**src/logic/ior_defines.svh**
```systemverilog
// constants of the inertial output register block
//
// Contract
// - a read of fault_flags returns its contents, then clears all its bits; the code keeps any bit whose event comes in the read cycle
// - each fault flag is sticky until a read of fault_flags clears it
// - an overrun still present after a clearing read sets its flag again
// - rate high and low words form one 32-bit twos value, high on top
// - accel high and low words form one 32-bit twos value, high on top
// - rate high word is twos complement, zero is 0x0000, 0.1 dps per count
// - accel high word twos complement, 40 g range, 1.25 mg per count
// - each low word holds 16 fraction bits below the high word lsb
// - rate low words at 0x04, 0x08, 0x0C, high word two bytes above
// - accel low words at 0x10, 0x14, 0x18, high word two bytes above
// - temperature is a 16-bit twos read-only word at 0x1C
// - temperature is 0.1 degC per count, zero degrees reads 0x0000
// - flag bit 3 set when a transfer clock count is not a multiple of 16
// - flag bit 1 set on any internal data path overrun
// - flag bit 5 set when a self test ends with a sensor failing
`ifndef IOR_DEFINES_SVH
`define IOR_DEFINES_SVH

// ----------------------------------------------------------------------------
// register byte addresses
// ----------------------------------------------------------------------------
`define IOR_ADDR_FAULT_FLAGS 7'h02
`define IOR_ADDR_RATE_X_FRAC 7'h04
`define IOR_ADDR_RATE_X_WORD 7'h06
`define IOR_ADDR_RATE_Y_FRAC 7'h08
`define IOR_ADDR_RATE_Y_WORD 7'h0A
`define IOR_ADDR_RATE_Z_FRAC 7'h0C
`define IOR_ADDR_RATE_Z_WORD 7'h0E
`define IOR_ADDR_ACCEL_X_FRAC 7'h10
`define IOR_ADDR_ACCEL_X_WORD 7'h12
`define IOR_ADDR_ACCEL_Y_FRAC 7'h14
`define IOR_ADDR_ACCEL_Y_WORD 7'h16
`define IOR_ADDR_ACCEL_Z_FRAC 7'h18
`define IOR_ADDR_ACCEL_Z_WORD 7'h1A
`define IOR_ADDR_TEMPERATURE 7'h1C

// ----------------------------------------------------------------------------
// fault flag bit positions and reset values
// ----------------------------------------------------------------------------
`define IOR_FLAG_OVERRUN 1
`define IOR_FLAG_FRAMING 3
`define IOR_FLAG_SELFTEST 5
`define IOR_FLAGS_RESET 16'h0000
`define IOR_WORD_RESET 16'h0000
`define IOR_FRAME_MASK 4'hF

`endif

```
**src/logic/ior_pkg.sv**
```systemverilog
// types of the inertial output register block
`default_nettype none
package ior_pkg;
    // one inertial sample: three rate and three accel axes, 32 bits each
    typedef struct packed {
        logic [2:0][31:0] rate;
        logic [2:0][31:0] accel;
        logic [15:0] temp;
    } ior_sample_s;

    // register access request from the serial port engine
    typedef struct packed {
        logic rd;
        logic wr;
        logic [6:0] addr;
        logic [15:0] wdata;
    } ior_req_s;

    // error condition inputs
    typedef struct packed {
        logic overrun;
        logic selftest_fail;
        logic frame_end;
        logic [3:0] frame_clk_cnt;
    } ior_cond_s;

    // all block state
    typedef struct packed {
        ior_sample_s data;
        logic [15:0] flags;
        logic [15:0] rdata;
        logic rvalid;
        logic [2:0] sync_ovr;
        logic [2:0] sync_st;
    } ior_state_s;
endpackage
`default_nettype wire

```
**src/logic/ior_regs.sv**
```systemverilog
// output register set of a six-axis inertial sensor
`timescale 1ns/1ps
`default_nettype none
`include "ior_defines.svh"

module ior_regs
(
    input wire logic CLK_I, // 10 MHz clock
    input wire logic RST_I, // async reset, active high
    input wire ior_pkg::ior_sample_s SAMPLE_I, // new sample from data path
    input wire logic SAMPLE_VLD_I, // one-cycle pulse, sample is complete
    input wire ior_pkg::ior_req_s REQ_I, // register request, same domain
    input wire ior_pkg::ior_cond_s COND_I, // error conditions
    output logic [15:0] RDATA_O, // read data
    output logic RVALID_O // one-cycle pulse, read data valid
);
    import ior_pkg::*;

    ior_state_s st_r;
    ior_state_s st_nxt;
    logic [15:0] set_bits;
    logic [15:0] word_mux;

    // ------------------------------------------------------------------------
    // error sources
    // ------------------------------------------------------------------------
    // overrun and self test come from other logic domains: two-stage sync,
    // the third stage is an edge detector fed from the second stage only
    always_comb
    begin
        set_bits = 16'h0000;
        set_bits[`IOR_FLAG_OVERRUN] = st_r.sync_ovr[1] & ~st_r.sync_ovr[2];
        set_bits[`IOR_FLAG_SELFTEST] = st_r.sync_st[1] & ~st_r.sync_st[2];
        // frame end with clock count not a multiple of 16
        set_bits[`IOR_FLAG_FRAMING] = COND_I.frame_end &
            ((COND_I.frame_clk_cnt & `IOR_FRAME_MASK) != 4'h0);
        // a level-held overrun keeps setting its flag while present; self test sets on its rising edge only
        if (st_r.sync_ovr[1])
        begin
            set_bits[`IOR_FLAG_OVERRUN] = 1'b1;
        end
    end

    // ------------------------------------------------------------------------
    // read decode
    // ------------------------------------------------------------------------
    // each pair reads as one 32-bit twos value split in high and low words
    always_comb
    begin
        case (REQ_I.addr)
            `IOR_ADDR_FAULT_FLAGS: word_mux = st_r.flags;
            `IOR_ADDR_RATE_X_FRAC: word_mux = st_r.data.rate[0][15:0];
            `IOR_ADDR_RATE_X_WORD: word_mux = st_r.data.rate[0][31:16];
            `IOR_ADDR_RATE_Y_FRAC: word_mux = st_r.data.rate[1][15:0];
            `IOR_ADDR_RATE_Y_WORD: word_mux = st_r.data.rate[1][31:16];
            `IOR_ADDR_RATE_Z_FRAC: word_mux = st_r.data.rate[2][15:0];
            `IOR_ADDR_RATE_Z_WORD: word_mux = st_r.data.rate[2][31:16];
            `IOR_ADDR_ACCEL_X_FRAC: word_mux = st_r.data.accel[0][15:0];
            `IOR_ADDR_ACCEL_X_WORD: word_mux = st_r.data.accel[0][31:16];
            `IOR_ADDR_ACCEL_Y_FRAC: word_mux = st_r.data.accel[1][15:0];
            `IOR_ADDR_ACCEL_Y_WORD: word_mux = st_r.data.accel[1][31:16];
            `IOR_ADDR_ACCEL_Z_FRAC: word_mux = st_r.data.accel[2][15:0];
            `IOR_ADDR_ACCEL_Z_WORD: word_mux = st_r.data.accel[2][31:16];
            `IOR_ADDR_TEMPERATURE: word_mux = st_r.data.temp;
            default: word_mux = 16'h0000; // unmapped reads as zero
        endcase
    end

    // ------------------------------------------------------------------------
    // next state
    // ------------------------------------------------------------------------
    always_comb
    begin
        st_nxt = st_r;
        st_nxt.sync_ovr = {st_r.sync_ovr[1:0], COND_I.overrun};
        st_nxt.sync_st = {st_r.sync_st[1:0], COND_I.selftest_fail};
        // whole sample loads in one edge, so halves never mix
        if (SAMPLE_VLD_I)
        begin
            st_nxt.data = SAMPLE_I;
        end
        // writes are ignored: REQ_I.wr and wdata never reach state
        st_nxt.rvalid = REQ_I.rd;
        st_nxt.rdata = REQ_I.rd ? word_mux : st_r.rdata;
        // clearing read, but a new event in the same cycle wins
        if (REQ_I.rd && REQ_I.addr == `IOR_ADDR_FAULT_FLAGS)
        begin
            st_nxt.flags = set_bits;
        end
        else
        begin
            st_nxt.flags = st_r.flags | set_bits;
        end
    end

    // state register
    always_ff @(posedge CLK_I or posedge RST_I)
    begin
        if (RST_I)
        begin
            st_r <= '0;
            st_r.flags <= `IOR_FLAGS_RESET;
        end
        else
        begin
            st_r <= st_nxt;
        end
    end

    assign RDATA_O = st_r.rdata;
    assign RVALID_O = st_r.rvalid;
endmodule // ior_regs
`default_nettype wire

```
**config.mk**
```make
export PLATFORM = sky130hd
export DESIGN_NAME = ior_regs
export DESIGN_NICKNAME = d
export VERILOG_FILES = /design/src/logic/ior_pkg.sv /design/src/logic/ior_regs.sv
export VERILOG_INCLUDE_DIRS = /design/src /design/src/logic
export SDC_FILE = /design/constraint.sdc
export NUM_CORES = 1
export LEC_CHECK = 0
export BUFFER_PORTS_ARGS = -buffer_cell sky130_fd_sc_hd__buf_2
export CAP_MARGIN = 20
export CORE_ASPECT_RATIO = 2
export CORE_MARGIN = 2
export CORE_UTILIZATION = 32
export DETAILED_ROUTE_END_ITERATION = 10
export PLACE_DENSITY = 0.6
export SLEW_MARGIN = 20
export SYNTH_ARGS = -nofsm -noshare
export SYNTH_HDL_FRONTEND = slang
export SYNTH_SLANG_ARGS = --single-unit
```
**constraint.sdc**
```tcl
create_clock -name CLK_I -period 14 [get_ports CLK_I]
set_input_delay 0.7 -clock CLK_I [delete_from_list [all_inputs] [get_ports CLK_I]]
set_output_delay 0.7 -clock CLK_I [all_outputs]
set_load 0.005 [all_outputs]
```
==> impl_metrics.yaml <==
timing:
  finalSetupTns_ns: 0
  max_freq_mhz: 336.7
  grt_setup_unrepaired: "no"
  finalWorstSetupSlack_ns: 11.03
  final_max_slew_viol_count: 0
  period_needed_ns: 2.970
  clock-skew-final_ns: 0.01316
  holdWs_ns: 0.2579
  setup_viol: 0
  maxSlewHeadroom_pct: 26.04
  final_min_period_over_clock_period_pct: 21.21
  final_hold_viol_count: 0
  tightestPinTransition_ns: 1.101
routing:
  post_drt_via_cell_ratio: 5.197
  drt_iter0_markers: 310
  vias: 7691
  antenna_left: 0
  drt_wl_total_mm: 35.39
  wire_per_inst_um: 23.91
  drt_first_pass_iters: 5
  post-route-drc-count: 0
power_and_ir_drop:
  p_leak_nw: 5.724
  clkPwrFrac_pct: 42.2
  power.share.sequential_pct: 45.5
  switchingPower_uw: 415.9
  worst_ir_drop_vdd_uv: 81.90
  comb_power_share_pct: 12.3
  p_per_area_nw_per_um2: 128.2
  power_switching_share_pct: 24.64
  internal_power_mw: 1.272
grt:
  gr-total-overflow: 0
  grt_antenna_before_repair: 15
  grt_first_pass_wirelength_mm: 51.46
  grt_util_all_layers_pct: 19.71
  grt_max_degree: 93
  vias_in_the_first_global_route: 8124
synthesis:
  yosysUniqueCellTypes: 66
  synth.ff_latch_count: 233
  yosys-top-cells-count: "233 x sky130_fd_sc_hd__dfrtp_1, 226 x sky130_fd_sc_hd__mux2_2, 40 x sky130_fd_sc_hd__clkbuf_1"
  yosys_warnings: 0
  post-synth-top-area-fraction_pct: 53.85
  synth_async_sr_flop_share_pct: 100.0
  synth.most_common_cell: "sky130_fd_sc_hd__dfrtp_1"
  area_of_the_mapped_netlist_um2: 10830
  post_synth.cell_area_avg_um2: 13.17
  synthCells: 822
  synth-edff-count: 0
  synth.yosys.seq_area_share_pct: 53.85
  synth_top_cell_by_area: "sky130_fd_sc_hd__dfrtp_1"
  synth_flop_cell: "sky130_fd_sc_hd__dfrtp_1"
  post_synth_main_area_contributors: "sky130_fd_sc_hd__dfrtp_1 54%, sky130_fd_sc_hd__mux2_2 24%, sky130_fd_sc_hd__mux2i_1 3.3%"
  synthesis.nets: 1065
setup_path:
  cp_num_buf_inv: 3
  critPathTopFamily: "buffers and inverters"
  critical_path.max_fanout: 71
  crit_path_frequent_cell: "sky130_fd_sc_hd__buf_4"
  cp_cell_sequence: "clkbuf_8 -> buf_4 -> buf_4 -> mux2_2"
  required_ns: 14.41
  slowest_delay_ns: 0.85
  crit_arrival_ns: 3.38
  crit_path_end_kind: "flip-flop"
  slowest_stage: "sky130_fd_sc_hd__buf_4"
  path_class: "in2reg"
  start_kind: "input port"
clocking:
  hold_buffers: 0
  cts_buffer_depth: 3
  clock-root-buffer: "sky130_fd_sc_hd__clkbuf_16"
  clock-sinks: 233
  cts_resized: 0
  cts_clk_pin_slew_worst_paths_ns: 0.06
  tritoncts_clock_tree: "built"
  clk-insertion-delay-late_ns: 0.53
  post_cts.repair.setup_buffers: 0
  cts_max_level: 1
  cts_buffers: 25
finish:
  flow.area_growth_from_synthesis_pct: 21.66
  final_layout_size_suffix_gt1_share_pct: 50.87
  final_nets: 1259
  nFillCells: 3304
  seqCellArea_um2: 5831
  multi_input_area_um2: 4588
  utilization_pct: 39.29
  final_cells: 1480
place:
  routabilityCongestion: 0.8642
  pre_cts_slack_ns: 10.50
  place_hpwl_mm: 26.35
  placed_cells: 1425
  placement.io_buffers: 242
min_path:
  worstHoldPathType: "in2async"
floorplan:
  placeableCoreArea_um2: 33520
  die_x_um: 134.1
  core.rowCount: 95
  io_pins: 260
  die_area_um2: 35410
  die_height_um: 264.1
  initial_core_util_pct: 32.30
flow_run:
  count_of_max_cap_constraint_violations: 0
status:
  status: "complete, no violations"
## sequential cells by signal (all words and copies together) (netlist names)
signal    count
st_r        212
RDATA_O      16
st_nxt        4
RVALID_O      1
## per-stage QoR
| step | power, mW | area, um^2 |
|---|---|---|
| 4_1_cts | 1.706 | 13130 |
| 6_report | 1.688 | 13170 |
| 3_3_place_gp | 0.9817 | 12260 |
| 3_5_place_dp | 0.9889 | 12260 |
| 2_1_floorplan | 0.9016 | 10830 |
| 5_1_grt | 1.751 | 13170 |
## per-layer routing
metal / part of all wire, % / vias up / global-route usage [%]
met5: 0.076 / - / 0
met4: 6.5 / 4 / 12.77
met3: 5.4 / 76 / 3.493
met2: 53 / 278 / 35.66
met1: 35 / 3864 / 20.64
li1: - / 3469 / -
## power groups by stage
stage / Sequential (mW) / Combinational [mW] / Clock (mW)
finish: 0.768 / 0.207 / 0.713
global route: 0.775 / 0.223 / 0.753
CTS: 0.768 / 0.209 / 0.728
detailed placement: 0.781 / 0.208 / 0
global placement: 0.778 / 0.204 / 0
floorplan: 0.769 / 0.132 / 0
## placed cells by master (no fill, tap or decap), types with 5 or more instances in the layout
| cell type | n |
|---|---|
| sky130_fd_sc_hd__a31oi_1 | 10 |
| sky130_fd_sc_hd__mux2i_1 | 36 |
| sky130_fd_sc_hd__a21oi_1 | 22 |
| sky130_fd_sc_hd__nand3_1 | 6 |
| sky130_fd_sc_hd__nor2b_1 | 6 |
| sky130_fd_sc_hd__mux2_2 | 226 |
| sky130_fd_sc_hd__diode_2 | 12 |
| sky130_fd_sc_hd__a22oi_1 | 16 |
| sky130_fd_sc_hd__nor2_1 | 10 |
| sky130_fd_sc_hd__dfrtp_1 | 233 |
| sky130_fd_sc_hd__buf_4 | 8 |
| sky130_fd_sc_hd__or4_1 | 6 |
| sky130_fd_sc_hd__nand2b_1 | 5 |
| sky130_fd_sc_hd__buf_2 | 241 |
| sky130_fd_sc_hd__nor4_1 | 7 |
| sky130_fd_sc_hd__a32oi_1 | 5 |
| sky130_fd_sc_hd__nand2_1 | 8 |
| sky130_fd_sc_hd__a22o_1 | 15 |
| sky130_fd_sc_hd__nor3_1 | 23 |
| sky130_fd_sc_hd__a211oi_1 | 7 |
| sky130_fd_sc_hd__nand3b_1 | 12 |
| sky130_fd_sc_hd__clkbuf_16 | 25 |
| sky130_fd_sc_hd__o21ai_0 | 8 |
| sky130_fd_sc_hd__a41oi_1 | 7 |
| sky130_fd_sc_hd__clkbuf_8 | 7 |
## cell type report
| class | count | share of cell area [%] |
|---|---|---|
| sequential | 233 | 44.27 |
| multi-input combinational | 501 | 34.83 |
| timing repair buffer | 250 | 9.718 |
| clock buffer | 35 | 5.491 |
| tap | 436 | 4.142 |
| clock inverter | 8 | 1.121 |
| antenna | 12 | 0.2280 |
| inverter | 5 | 0.1995 |
## path summary, 6_finish.rpt
check,startpoint,depth (start not counted),slack [ns],end
max in group asynchronous,RST_I,3,12.29,st_r[141]
min in group CLK_I,COND_I[5],1,0.27,st_nxt[1]
min reg2reg,st_nxt[4],0,0.35,st_nxt[5]
max reg2reg,st_r[87],4,12.07,RDATA_O[0]
max,SAMPLE_VLD_I,4,11.03,st_r[64]
min,RST_I,2,0.26,st_r[98]
## kinds of logic (layout without fill, tap and decap cells)
group | Yosys count | after routing | share of synthesized area [%]
other | 0 | 12 | 0
and+or+nand+nor | 115 | 115 | 6.657
buffers and inverters | 88 | 298 | 3.964
AOI/OAI and AO/OA | 123 | 123 | 8.483
muxes | 263 | 263 | 27.04
DFF | 233 | 233 | 53.85
No activity file was read; power rests on OpenSTA's default activity.
